## config.mk

```make
export PLATFORM = sky130hd
export DESIGN_NAME = adc_conv_ctrl
export DESIGN_NICKNAME = d
export VERILOG_FILES = /design/src/adc_ctrl_pkg.sv /design/src/adc_clk_div.sv /design/src/adc_result_cmp.sv /design/src/adc_conv_ctrl.sv
export SDC_FILE = /design/constraint.sdc
export NUM_CORES = 1
export LEC_CHECK = 0
export BUFFER_PORTS_ARGS = -buffer_cell sky130_fd_sc_hd__buf_4
export CORE_UTILIZATION = 41
export CTS_CLUSTER_DIAMETER = 30
export DETAILED_ROUTE_END_ITERATION = 7
export PLACE_DENSITY = 0.7
export SETUP_SLACK_MARGIN = 0.1
export SYNTH_ARGS = -nofsm -noshare
export SYNTH_HDL_FRONTEND = slang
export SYNTH_SLANG_ARGS = --single-unit
```

## constraint.sdc

```tcl
create_clock -name CLK_SYS_IN -period 3.6 [get_ports CLK_SYS_IN]
set_clock_uncertainty 0.15 [all_clocks]
set_input_delay 0.36 -clock CLK_SYS_IN [delete_from_list [all_inputs] [get_ports CLK_SYS_IN]]
set_output_delay 0.36 -clock CLK_SYS_IN [all_outputs]
set_load 0.05 [all_outputs]
```

## src/adc_ctrl_pkg.sv

```systemverilog
package adc_ctrl_pkg;
   // register indexes; byte address is index times four
   localparam logic [7:0] IDX_CONFIG       = 8'hE1;
   localparam logic [7:0] IDX_START_STATUS = 8'hE8;
   localparam logic [7:0] IDX_CMP_CTRL     = 8'hE2;
   localparam logic [7:0] IDX_ACQ_TIME     = 8'hF2;
   localparam logic [7:0] IDX_RESULT_HIGH  = 8'hC3;
   localparam logic [7:0] IDX_RESULT_LOW   = 8'hC2;
   localparam logic [7:0] IDX_THRESH_HIGH  = 8'hE4;
   localparam logic [7:0] IDX_THRESH_LOW   = 8'hE3;
   localparam int         IDX_LSB          = 2;
   localparam int         REG_ADDR_W       = 10;

   // reset values
   localparam logic [7:0] RST_CONFIG       = 8'h20;
   localparam logic [7:0] RST_ZERO         = 8'h00;
   localparam logic [7:0] CFG_WMASK        = 8'h73;

   // field positions
   localparam int CFG_ENABLE_BIT  = 0;
   localparam int CFG_EXT_SEL_BIT = 1;
   localparam int CFG_DIV_LSB     = 4;
   localparam int DIV_W           = 3;
   localparam int SS_DONE_BIT     = 7;
   localparam int SS_BUSY_BIT     = 6;
   localparam int CHAN_W          = 4;
   localparam int CC_POL_BIT      = 6;
   localparam int CC_EN_BIT       = 5;
   localparam int RESULT_W        = 10;
   localparam int RES_HIGH_LSB    = 2;
   localparam int RES_LOW_W       = 2;
   localparam int ACQ_W           = 8;
   localparam int NUM_PINS        = 8;
   localparam int NUM_INPUTS      = 9;

   localparam logic [CHAN_W-1:0] CHAN_BANDGAP  = 4'hF;
   localparam logic [CHAN_W-1:0] CHAN_LAST_PIN = 4'h7;

   localparam logic [1:0] RESP_OKAY   = 2'h0;
   localparam logic [1:0] RESP_SLVERR = 2'h2;

   typedef enum logic [1:0] {ST_IDLE, ST_ACQUIRE, ST_CONVERT} conv_state_t;
endpackage

```

## src/adc_clk_div.sv

```systemverilog
`timescale 1ns/10ps
`default_nettype none
module adc_clk_div
#(
   parameter int DIV_W = 3
)
(
   input  wire logic             clk_in,
   input  wire logic             rst_in,
   input  wire logic             run_in,
   input  wire logic [DIV_W-1:0] code_in,
   output logic                  tick_out
);
   localparam int CNT_W = (1 << DIV_W) - 1;

   generate
      if (DIV_W < 1)
         $error("DIV_W must be at least one");
   endgenerate

   logic [CNT_W-1:0] cnt_ff;
   wire  [CNT_W-1:0] limit = ~({CNT_W{1'b1}} << code_in);
   // >= so a code change mid-count cannot strand the counter
   wire              wrap  = (cnt_ff >= limit);

   always_ff @(posedge clk_in or posedge rst_in)
   begin
      if (rst_in)
      begin
         cnt_ff   <= '0;
         tick_out <= 1'b0;
      end
      else if (!run_in)
      begin
         cnt_ff   <= '0;
         tick_out <= 1'b0;
      end
      else
      begin
         cnt_ff   <= wrap ? '0 : cnt_ff + 1'b1;
         tick_out <= wrap;
      end
   end
endmodule
`default_nettype wire

```

## src/adc_result_cmp.sv

```systemverilog
`timescale 1ns/10ps
`default_nettype none
module adc_result_cmp
#(
   parameter int RES_W = 10
)
(
   input  wire logic             clk_in,
   input  wire logic             rst_in,
   input  wire logic             update_in,
   input  wire logic             enable_in,
   input  wire logic             polarity_in,
   input  wire logic [RES_W-1:0] result_in,
   input  wire logic [RES_W-1:0] threshold_in,
   output logic                  match_out
);
   generate
      if (RES_W < 1)
         $error("RES_W must be at least one");
   endgenerate

   wire at_or_above = (result_in >= threshold_in);
   wire nxt_match   = enable_in & (polarity_in ? !at_or_above : at_or_above);

   always_ff @(posedge clk_in or posedge rst_in)
   begin
      if (rst_in)
         match_out <= 1'b0;
      else if (update_in)
         match_out <= nxt_match;
   end
endmodule
`default_nettype wire

```

## src/adc_conv_ctrl.sv

```systemverilog
`timescale 1ns/10ps
`default_nettype none
// Overview of operation
// - enable bit powers the converter when one, off when zero.
// - channel code 0-7 picks pin 0-7, code F the band-gap; others nothing.
// - with enable zero every analog input is disconnected.
// - writing one to start/busy starts a conversion; writing zero does nothing.
// - start/busy reads one while converting, cleared by hardware on completion.
// - completion sets the done flag and raises the interrupt request.
// - result bits 9..2 land in the high byte, 1..0 in the low byte.
// - done flag holds until software clears it; no new start while set.
// - with trigger select one, a falling pin edge also starts a conversion.
// - a pin-started conversion sets start/busy just like software.
// - starts during a conversion are silently dropped.
// - converter clock is system clock divided by two to the code; reset 010.
// - acquisition lasts acquisition count plus one converter clocks.
// - enabled comparator checks every completed result against the threshold.
// - comparator output bit updates at each completion per the polarity.
// - polarity zero means result >= threshold; polarity one means result < threshold.
// - acquisition count is an 8-bit read/write register reset to zero.
module adc_conv_ctrl
#(
   parameter int ADDR_W = 10
)
(
   input  wire logic                  CLK_SYS_IN,
   input  wire logic                  RESET_IN,
   input  wire logic [ADDR_W-1:0]     S_AXI_AWADDR_IN,
   input  wire logic                  S_AXI_AWVALID_IN,
   output logic                       S_AXI_AWREADY_OUT,
   input  wire logic [31:0]           S_AXI_WDATA_IN,
   input  wire logic [3:0]            S_AXI_WSTRB_IN,
   input  wire logic                  S_AXI_WVALID_IN,
   output logic                       S_AXI_WREADY_OUT,
   output logic [1:0]                 S_AXI_BRESP_OUT,
   output logic                       S_AXI_BVALID_OUT,
   input  wire logic                  S_AXI_BREADY_IN,
   input  wire logic [ADDR_W-1:0]     S_AXI_ARADDR_IN,
   input  wire logic                  S_AXI_ARVALID_IN,
   output logic                       S_AXI_ARREADY_OUT,
   output logic [31:0]                S_AXI_RDATA_OUT,
   output logic [1:0]                 S_AXI_RRESP_OUT,
   output logic                       S_AXI_RVALID_OUT,
   input  wire logic                  S_AXI_RREADY_IN,
   input  wire logic                  EXT_START_IN,
   input  wire logic                  ANALOG_DONE_IN,
   input  wire logic [adc_ctrl_pkg::RESULT_W-1:0] ANALOG_RESULT_IN,
   output logic                       CONV_POWER_OUT,
   output logic [adc_ctrl_pkg::NUM_INPUTS-1:0]    INPUT_CONNECT_OUT,
   output logic                       SAMPLE_OUT,
   output logic                       CONVERT_START_OUT,
   output logic                       CONV_CLK_TICK_OUT,
   output logic                       DONE_IRQ_OUT
);
   import adc_ctrl_pkg::*;

   generate
      if (ADDR_W < REG_ADDR_W)
         $error("ADDR_W too small for the register map");
   endgenerate

   // bus holding registers
   logic              aw_valid_ff;
   logic [ADDR_W-1:0] aw_addr_ff;
   logic              w_valid_ff;
   logic [7:0]        w_data_ff;
   logic              w_lane_ff;
   logic              bvalid_ff;
   logic [1:0]        bresp_ff;
   logic              rvalid_ff;
   logic [1:0]        rresp_ff;
   logic [7:0]        rdata_ff;

   // block registers
   logic [7:0]          config_ff;
   logic [CHAN_W-1:0]   chan_sel_ff;
   logic                done_flag_ff;
   logic                cmp_pol_ff;
   logic                cmp_en_ff;
   logic [ACQ_W-1:0]    acq_time_ff;
   logic [7:0]          thresh_high_ff;
   logic [RES_LOW_W-1:0] thresh_low_ff;
   logic [RESULT_W-1:0] result_ff;
   logic                ext_prev_ff;
   conv_state_t         state_ff;
   conv_state_t         nxt_state;
   logic [ACQ_W-1:0]    acq_cnt_ff;
   logic                convert_start_ff;
   logic                sample_ff;
   logic [NUM_INPUTS-1:0] connect_ff;
   logic                cmp_out;
   logic                tick;

   // write path: address and data may arrive in either order
   assign S_AXI_AWREADY_OUT = !aw_valid_ff && !bvalid_ff;
   assign S_AXI_WREADY_OUT  = !w_valid_ff && !bvalid_ff;
   wire        aw_take  = S_AXI_AWVALID_IN && S_AXI_AWREADY_OUT;
   wire        w_take   = S_AXI_WVALID_IN && S_AXI_WREADY_OUT;
   wire        do_write = aw_valid_ff && w_valid_ff && !bvalid_ff;
   wire [7:0]  wr_idx   = aw_addr_ff[IDX_LSB +: 8];
   wire        wr_en    = do_write && w_lane_ff;

   wire wr_cfg  = wr_en && (wr_idx == IDX_CONFIG);
   wire wr_ss   = wr_en && (wr_idx == IDX_START_STATUS);
   wire wr_cc   = wr_en && (wr_idx == IDX_CMP_CTRL);
   wire wr_acq  = wr_en && (wr_idx == IDX_ACQ_TIME);
   wire wr_th   = wr_en && (wr_idx == IDX_THRESH_HIGH);
   wire wr_tl   = wr_en && (wr_idx == IDX_THRESH_LOW);
   wire wr_ro   = (wr_idx == IDX_RESULT_HIGH) || (wr_idx == IDX_RESULT_LOW);
   wire wr_hit  = (wr_idx == IDX_CONFIG) || (wr_idx == IDX_START_STATUS)
               || (wr_idx == IDX_CMP_CTRL) || (wr_idx == IDX_ACQ_TIME)
               || (wr_idx == IDX_THRESH_HIGH) || (wr_idx == IDX_THRESH_LOW) || wr_ro;

   always_ff @(posedge CLK_SYS_IN or posedge RESET_IN)
   begin
      if (RESET_IN)
      begin
         aw_valid_ff <= 1'b0;
         aw_addr_ff  <= '0;
         w_valid_ff  <= 1'b0;
         w_data_ff   <= RST_ZERO;
         w_lane_ff   <= 1'b0;
         bvalid_ff   <= 1'b0;
         bresp_ff    <= RESP_OKAY;
      end
      else
      begin
         if (aw_take)
         begin
            aw_valid_ff <= 1'b1;
            aw_addr_ff  <= S_AXI_AWADDR_IN;
         end
         if (w_take)
         begin
            w_valid_ff <= 1'b1;
            w_data_ff  <= S_AXI_WDATA_IN[7:0];
            w_lane_ff  <= S_AXI_WSTRB_IN[0];
         end
         if (do_write)
         begin
            aw_valid_ff <= 1'b0;
            w_valid_ff  <= 1'b0;
            bvalid_ff   <= 1'b1;
            bresp_ff    <= wr_hit ? RESP_OKAY : RESP_SLVERR;
         end
         else if (S_AXI_BREADY_IN)
            bvalid_ff <= 1'b0;
      end
   end

   assign S_AXI_BVALID_OUT = bvalid_ff;
   assign S_AXI_BRESP_OUT  = bresp_ff;

   // read path
   wire       busy    = (state_ff != ST_IDLE);
   wire [7:0] rd_idx  = S_AXI_ARADDR_IN[IDX_LSB +: 8];
   wire       ar_take = S_AXI_ARVALID_IN && S_AXI_ARREADY_OUT;
   wire [7:0] ss_view = {done_flag_ff, busy, 2'h0, chan_sel_ff};
   wire [7:0] cc_view = {1'h0, cmp_pol_ff, cmp_en_ff, cmp_out, 4'h0};
   wire [7:0] rd_byte =
        (rd_idx == IDX_CONFIG)       ? config_ff :
        (rd_idx == IDX_START_STATUS) ? ss_view :
        (rd_idx == IDX_CMP_CTRL)     ? cc_view :
        (rd_idx == IDX_ACQ_TIME)     ? acq_time_ff :
        (rd_idx == IDX_RESULT_HIGH)  ? result_ff[RESULT_W-1:RES_HIGH_LSB] :
        (rd_idx == IDX_RESULT_LOW)   ? {6'h00, result_ff[RES_LOW_W-1:0]} :
        (rd_idx == IDX_THRESH_HIGH)  ? thresh_high_ff :
        (rd_idx == IDX_THRESH_LOW)   ? {6'h00, thresh_low_ff} : RST_ZERO;
   wire       rd_hit  = (rd_idx == IDX_CONFIG) || (rd_idx == IDX_START_STATUS)
               || (rd_idx == IDX_CMP_CTRL) || (rd_idx == IDX_ACQ_TIME)
               || (rd_idx == IDX_RESULT_HIGH) || (rd_idx == IDX_RESULT_LOW)
               || (rd_idx == IDX_THRESH_HIGH) || (rd_idx == IDX_THRESH_LOW);

   assign S_AXI_ARREADY_OUT = !rvalid_ff;

   always_ff @(posedge CLK_SYS_IN or posedge RESET_IN)
   begin
      if (RESET_IN)
      begin
         rvalid_ff <= 1'b0;
         rresp_ff  <= RESP_OKAY;
         rdata_ff  <= RST_ZERO;
      end
      else if (ar_take)
      begin
         rvalid_ff <= 1'b1;
         rresp_ff  <= rd_hit ? RESP_OKAY : RESP_SLVERR;
         rdata_ff  <= rd_byte;
      end
      else if (S_AXI_RREADY_IN)
         rvalid_ff <= 1'b0;
   end

   assign S_AXI_RVALID_OUT = rvalid_ff;
   assign S_AXI_RRESP_OUT  = rresp_ff;
   assign S_AXI_RDATA_OUT  = {24'h000000, rdata_ff};

   // start and completion
   wire ext_sel   = config_ff[CFG_EXT_SEL_BIT];
   wire ext_fall  = ext_prev_ff && !EXT_START_IN;
   wire sw_start  = wr_ss && w_data_ff[SS_BUSY_BIT];
   wire start_req = sw_start || (ext_sel && ext_fall);
   wire start_ok  = start_req && !busy && !done_flag_ff;
   wire complete  = (state_ff == ST_CONVERT) && ANALOG_DONE_IN;
   wire acq_last  = tick && (acq_cnt_ff == acq_time_ff);

   always_comb
   begin
      nxt_state = state_ff;
      unique case (state_ff)
         ST_IDLE:    if (start_ok) nxt_state = ST_ACQUIRE;
         ST_ACQUIRE: if (acq_last) nxt_state = ST_CONVERT;
         ST_CONVERT: if (complete) nxt_state = ST_IDLE;
      endcase
   end

   always_ff @(posedge CLK_SYS_IN or posedge RESET_IN)
   begin
      if (RESET_IN)
      begin
         state_ff         <= ST_IDLE;
         acq_cnt_ff       <= '0;
         convert_start_ff <= 1'b0;
         sample_ff        <= 1'b0;
         ext_prev_ff      <= 1'b1;
      end
      else
      begin
         state_ff         <= nxt_state;
         ext_prev_ff      <= EXT_START_IN;
         convert_start_ff <= (state_ff == ST_ACQUIRE) && acq_last;
         sample_ff        <= (nxt_state == ST_ACQUIRE);
         if (state_ff != ST_ACQUIRE)
            acq_cnt_ff <= '0;
         else if (tick)
            acq_cnt_ff <= acq_cnt_ff + 1'b1;
      end
   end

   // software registers; hardware set of the done flag beats a clear
   always_ff @(posedge CLK_SYS_IN or posedge RESET_IN)
   begin
      if (RESET_IN)
      begin
         config_ff      <= RST_CONFIG;
         chan_sel_ff    <= '0;
         done_flag_ff   <= 1'b0;
         cmp_pol_ff     <= 1'b0;
         cmp_en_ff      <= 1'b0;
         acq_time_ff    <= RST_ZERO;
         thresh_high_ff <= RST_ZERO;
         thresh_low_ff  <= '0;
         result_ff      <= '0;
      end
      else
      begin
         if (wr_cfg)
            config_ff <= w_data_ff & CFG_WMASK;
         if (wr_ss)
            chan_sel_ff <= w_data_ff[CHAN_W-1:0];
         if (complete)
         begin
            done_flag_ff <= 1'b1;
            result_ff    <= ANALOG_RESULT_IN;
         end
         else if (wr_ss && !w_data_ff[SS_DONE_BIT])
            done_flag_ff <= 1'b0;
         if (wr_cc)
         begin
            cmp_pol_ff <= w_data_ff[CC_POL_BIT];
            cmp_en_ff  <= w_data_ff[CC_EN_BIT];
         end
         if (wr_acq)
            acq_time_ff <= w_data_ff;
         if (wr_th)
            thresh_high_ff <= w_data_ff;
         if (wr_tl)
            thresh_low_ff <= w_data_ff[RES_LOW_W-1:0];
      end
   end

   // input routing, one flop per analog line
   wire                  conv_en = config_ff[CFG_ENABLE_BIT];
   wire [NUM_INPUTS-1:0] nxt_connect;
   genvar gi;
   generate
      for (gi = 0; gi < NUM_INPUTS; gi++)
      begin : g_route
         if (gi < NUM_PINS)
            assign nxt_connect[gi] = conv_en && (chan_sel_ff == CHAN_W'(gi));
         else
            assign nxt_connect[gi] = conv_en && (chan_sel_ff == CHAN_BANDGAP);
      end
   endgenerate

   always_ff @(posedge CLK_SYS_IN or posedge RESET_IN)
   begin
      if (RESET_IN)
         connect_ff <= '0;
      else
         connect_ff <= nxt_connect;
   end

   // divider restarts each acquisition so its length is exact
   adc_clk_div #(.DIV_W(DIV_W)) u_div
   (
      .clk_in   (CLK_SYS_IN),
      .rst_in   (RESET_IN),
      .run_in   (state_ff == ST_ACQUIRE),
      .code_in  (config_ff[CFG_DIV_LSB +: DIV_W]),
      .tick_out (tick)
   );

   adc_result_cmp #(.RES_W(RESULT_W)) u_cmp
   (
      .clk_in       (CLK_SYS_IN),
      .rst_in       (RESET_IN),
      .update_in    (complete),
      .enable_in    (cmp_en_ff),
      .polarity_in  (cmp_pol_ff),
      .result_in    (ANALOG_RESULT_IN),
      .threshold_in ({thresh_high_ff, thresh_low_ff}),
      .match_out    (cmp_out)
   );

   assign CONV_POWER_OUT    = conv_en;
   assign INPUT_CONNECT_OUT = connect_ff;
   assign SAMPLE_OUT        = sample_ff;
   assign CONVERT_START_OUT = convert_start_ff;
   assign CONV_CLK_TICK_OUT = tick;
   assign DONE_IRQ_OUT      = done_flag_ff;
endmodule
`default_nettype wire

```

==> impl_metrics.sql <==
INSERT INTO impl_metrics (metric_group, metric, value, unit) VALUES
('pwr', 'p_per_area', '502', 'mW/mm2'),
('pwr', 'vdd.ir_drop.worst', '0.000514', 'V'),
('die', 'start_util', '0.420', ''),
('die', 'core_region_area', '0.0132', 'mm2'),
('global_routing', 'grt.overflow.total', '0', ''),
('global_routing', 'gr-usage-all-layers', '0.198', ''),
('worst_setup_path', 'setup.worst_path.end', 'u_div.cnt_ff[2]', ''),
('worst_setup_path', 'reg2regPathDepth', '7', ''),
('worst_setup_path', 'timing.critical_path.slowest_cell_delay', '0.47', 'ns'),
('clocking', 'cts_setup_buffers', '0', ''),
('logic_synthesis', 'flop_and_latch_count_out_of_synthesis', '102', ''),
('clocking', 'cts_max_level', '3', ''),
('pwr', 'static-leakage-power', '2.89', 'nW'),
('pwr', 'intPower', '2.11', 'mW'),
('timing', 'worst_pin_slew', '0.849', 'ns'),
('route', 'routed-via-count', '4160', ''),
('logic_synthesis', 'async_flop_share', '1.00', ''),
('global_routing', 'maximum_number_of_pins_on_one_net_before_global_route_repair', '40', ''),
('final_layout', 'flow.area_growth_from_synthesis', '15.8', '%'),
('logic_synthesis', 'synth.area.mux_share', '0.0987', ''),
('route', 'drt-wirelength-per-cell', '16.6', 'um'),
('outcome', 'result_of_the_run', 'finished clean', ''),
('route', 'totalWireLength', '12900', 'um'),
('clocking', 'insertion_delay', '0.35', 'ns'),
('route', 'first_iter_violations', '250', ''),
('clocking', 'cts_buffers', '9', ''),
('worst_setup_path', 'critical_path.reg2reg.startpoint', 'config_ff[6]', ''),
('timing', 'setup_repair_after_global_routing_missed_its_margin', 'no', ''),
('die', 'io_pins', '130', ''),
('placed_design', 'portBuffers', '72', ''),
('pwr', 'total_switching_power', '1.13', 'mW'),
('timing', 'timing.final.crit_period', '2.34', 'ns'),
('timing', 'slew_violations', '0', ''),
('final_layout', 'antenna_cells_inserted', '0', ''),
('pwr', 'power.share.switching', '0.348', ''),
('timing', 'maxClockFrequency', '0.428', 'GHz'),
('placed_design', 'dpl.hpwl', '9880', 'um'),
('clocking', 'clkSlewWorstSetupHoldPaths', '0.07', 'ns'),
('pwr', 'p_clk_frac', '0.297', ''),
('global_routing', 'grt.busiest_layer', 'met2', ''),
('logic_synthesis', 'synth-seq-area-share', '0.459', ''),
('logic_synthesis', 'synthesis.instances', '531', ''),
('timing', 'max-slew-margin-rel', '0.431', ''),
('worst_setup_path', 'critical_path.n_buffers_inverters', '0', ''),
('route', 'detail_route.first_pass.iterations', '4', ''),
('final_layout', 'finish.utilization', '0.487', ''),
('worst_setup_path', 'cp.depth', '7', ''),
('logic_synthesis', 'post-synth-top-area-cell', 'sky130_fd_sc_hd__dfrtp_1', ''),
('logic_synthesis', 'synth_area', '0.00557', 'mm2'),
('global_routing', 'grt_util_met1', '0.254', ''),
('logic_synthesis', 'synth_compound_area_frac', '0.117', ''),
('logic_synthesis', 'synth_top_family_by_area', 'simple AND/OR/NAND/NOR gates', ''),
('timing', 'timing_hold_violations_final', '0', ''),
('worst_setup_path', 'worst-setup-path-type', 'flop to flop', ''),
('worst_setup_path', 'reg2reg_capture_point', 'u_div.cnt_ff[2]', ''),
('logic_synthesis', 'yosysTopAreaCellShare', '0.450', ''),
('logic_synthesis', 'post_synth_and_or_nand_nor_area_fraction', '0.178', ''),
('clocking', 'total_number_of_clock_tree_sinks', '102', ''),
('worst_setup_path', 'worst_setup_path_end_kind', 'flop', ''),
('global_routing', 'number_of_antenna_violations_at_the_first_check_in_global_routing', '0', ''),
('clocking', 'clk_path_buf_depth', '2', ''),
('die', 'floorplan.die.height', '119', 'um'),
('timing', 'setup_violations', '0', ''),
('timing', 'layout_worst_path_cycle_share', '0.650', ''),
('logic_synthesis', 'synth-edff-count', '0', ''),
('logic_synthesis', 'synth-adder-area-share', '0.0494', ''),
('route', 'drcViolationCount', '0', ''),
('logic_synthesis', 'ys_warn_count', '0', ''),
('logic_synthesis', 'post_synth_main_area_contributors', 'sky130_fd_sc_hd__dfrtp_1 (45%), sky130_fd_sc_hd__mux2_2 (8.3%), sky130_fd_sc_hd__ha_1 (4.9%)', ''),
('logic_synthesis', 'postSynthAreaPerCell', '10.5', 'um2'),
('timing', 'setup_total_negative_slack', '0', 'ns');
-- cells in the final DEF, fill, tap and decap left out, types with 3 or more instances in the layout --
cell                          n
sky130_fd_sc_hd__o22ai_1      3
sky130_fd_sc_hd__clkbuf_16    9
sky130_fd_sc_hd__nor3_2       5
sky130_fd_sc_hd__nor2b_1      3
sky130_fd_sc_hd__a211oi_1     7
sky130_fd_sc_hd__mux2_2      41
sky130_fd_sc_hd__a32oi_1      4
sky130_fd_sc_hd__and3_1       7
sky130_fd_sc_hd__mux2_1       6
sky130_fd_sc_hd__buf_4       74
sky130_fd_sc_hd__nor4_1       8
sky130_fd_sc_hd__conb_1      26
sky130_fd_sc_hd__inv_1       19
sky130_fd_sc_hd__a21oi_1     21
sky130_fd_sc_hd__nand3b_1     4
sky130_fd_sc_hd__nand2_1     37
sky130_fd_sc_hd__o2bb2ai_1    3
sky130_fd_sc_hd__nor2_1      32
sky130_fd_sc_hd__ha_1        22
sky130_fd_sc_hd__nand3_1     18
sky130_fd_sc_hd__and2_1       4
sky130_fd_sc_hd__nand2b_1    15
sky130_fd_sc_hd__o21ai_0     26
sky130_fd_sc_hd__o21ai_1      4
sky130_fd_sc_hd__xnor2_1     13
sky130_fd_sc_hd__nand4_1      5
sky130_fd_sc_hd__or3_1        4
sky130_fd_sc_hd__nor3_1      10
sky130_fd_sc_hd__a21o_1       4
sky130_fd_sc_hd__o21a_1       4
sky130_fd_sc_hd__xor2_1       6
sky130_fd_sc_hd__dfrtp_1    100
-- state kept, by name, indices dropped and copies added, names as in the netlist, 7 cells and up --
register	count
acq_cnt_ff	8
u_div.cnt_ff	7
result_ff	10
rdata_ff	8
w_data_ff	8
aw_addr_ff	8
thresh_high_ff	8
INPUT_CONNECT_OUT	9
acq_time_ff	8
-- cells in the mapped netlist, types with 3 or more instances --
| cell type | instances |
|---|---|
| sky130_fd_sc_hd__a211oi_1 | 7 |
| sky130_fd_sc_hd__a21o_1 | 4 |
| sky130_fd_sc_hd__a21oi_1 | 21 |
| sky130_fd_sc_hd__a32oi_1 | 4 |
| sky130_fd_sc_hd__and2_1 | 4 |
| sky130_fd_sc_hd__and3_1 | 7 |
| sky130_fd_sc_hd__buf_1 | 3 |
| sky130_fd_sc_hd__buf_2 | 5 |
| sky130_fd_sc_hd__buf_4 | 28 |
| sky130_fd_sc_hd__clkbuf_1 | 9 |
| sky130_fd_sc_hd__dfrtp_1 | 100 |
| sky130_fd_sc_hd__ha_1 | 22 |
| sky130_fd_sc_hd__inv_1 | 20 |
| sky130_fd_sc_hd__mux2_1 | 6 |
| sky130_fd_sc_hd__mux2_2 | 41 |
| sky130_fd_sc_hd__nand2_1 | 37 |
| sky130_fd_sc_hd__nand2b_1 | 15 |
| sky130_fd_sc_hd__nand3_1 | 18 |
| sky130_fd_sc_hd__nand3b_1 | 4 |
| sky130_fd_sc_hd__nand4_1 | 5 |
| sky130_fd_sc_hd__nor2_1 | 32 |
| sky130_fd_sc_hd__nor2b_1 | 3 |
| sky130_fd_sc_hd__nor3_1 | 10 |
| sky130_fd_sc_hd__nor3_2 | 5 |
| sky130_fd_sc_hd__nor4_1 | 8 |
| sky130_fd_sc_hd__o21a_1 | 4 |
| sky130_fd_sc_hd__o21ai_0 | 26 |
| sky130_fd_sc_hd__o21ai_1 | 4 |
| sky130_fd_sc_hd__o22ai_1 | 3 |
| sky130_fd_sc_hd__o2bb2ai_1 | 3 |
| sky130_fd_sc_hd__or3_1 | 4 |
| sky130_fd_sc_hd__xnor2_1 | 13 |
| sky130_fd_sc_hd__xor2_1 | 6 |
-- power groups by stage --
stage	combinational (mW)	sequential (mW)	clock, mW
final	0.755	1.52	0.960
after global routing	0.821	1.55	1.04
after CTS	0.763	1.52	0.989
after detailed placement	0.757	1.55	0
after global placement	0.736	1.53	0
after floorplan	0.526	1.53	0
-- cell type report --
class	instances	area [um2]
Fill cell	1246	6790
Multi-Input combinational cell	387	2730
Sequential cell	102	2550
Timing Repair Buffer	76	576
Clock buffer	10	239
Tap cell	176	220
Inverter	20	77.6
Clock inverter	6	53.8
-- worst min-delay path by stage --
stage | cells after the start | startpoint | slack [ns] | to
floorplan | 0 | EXT_START_IN | 0.21 | ext_prev_ff
global placement | 2 | RESET_IN | 0.28 | result_ff[3]
detailed placement | 2 | RESET_IN | 0.29 | result_ff[0]
CTS | 2 | S_AXI_RREADY_IN | 0.03 | S_AXI_RVALID_OUT
global route | 2 | S_AXI_RREADY_IN | 0.04 | S_AXI_RVALID_OUT
finish | 2 | S_AXI_RREADY_IN | 0.04 | S_AXI_RVALID_OUT
-- cell families after synthesis --
logic type	count (synthesis)
other	1
and+or+nand+nor	172
xor gates and xnor gates	19
adders and majority gates	22
DFF	102
buffers and inverters	67
AOI/OAI and AO/OA	99
muxes	49
-- layer usage --
layer | share of wire | vias up
li1 | - | 1984
met1 | 0.44 | 2032
met2 | 0.47 | 126
met3 | 0.063 | 18
met4 | 0.021 | 0
met5 | 0 | -
-- timing repair --
item                                   CTS  global route
endpoints found under the hold margin   37             0
resized for setup                        0             0
hold buffers                             2             0
-- metrics by stage --
stage | worst slack (ns) | area [um2] | instances | hold WS, ns
floorplan | 0.418 | 5660 | 556 | 0.214
global placement | 1.33 | 6140 | 759 | 0.280
detailed placement | 1.29 | 6140 | 759 | 0.289
CTS | 1.25 | 6450 | 777 | 0.0296
global route | 1.08 | 6450 | 777 | 0.0401
finish | 1.26 | 6450 | 777 | 0.0421
(Power assumes the default switching activity.)
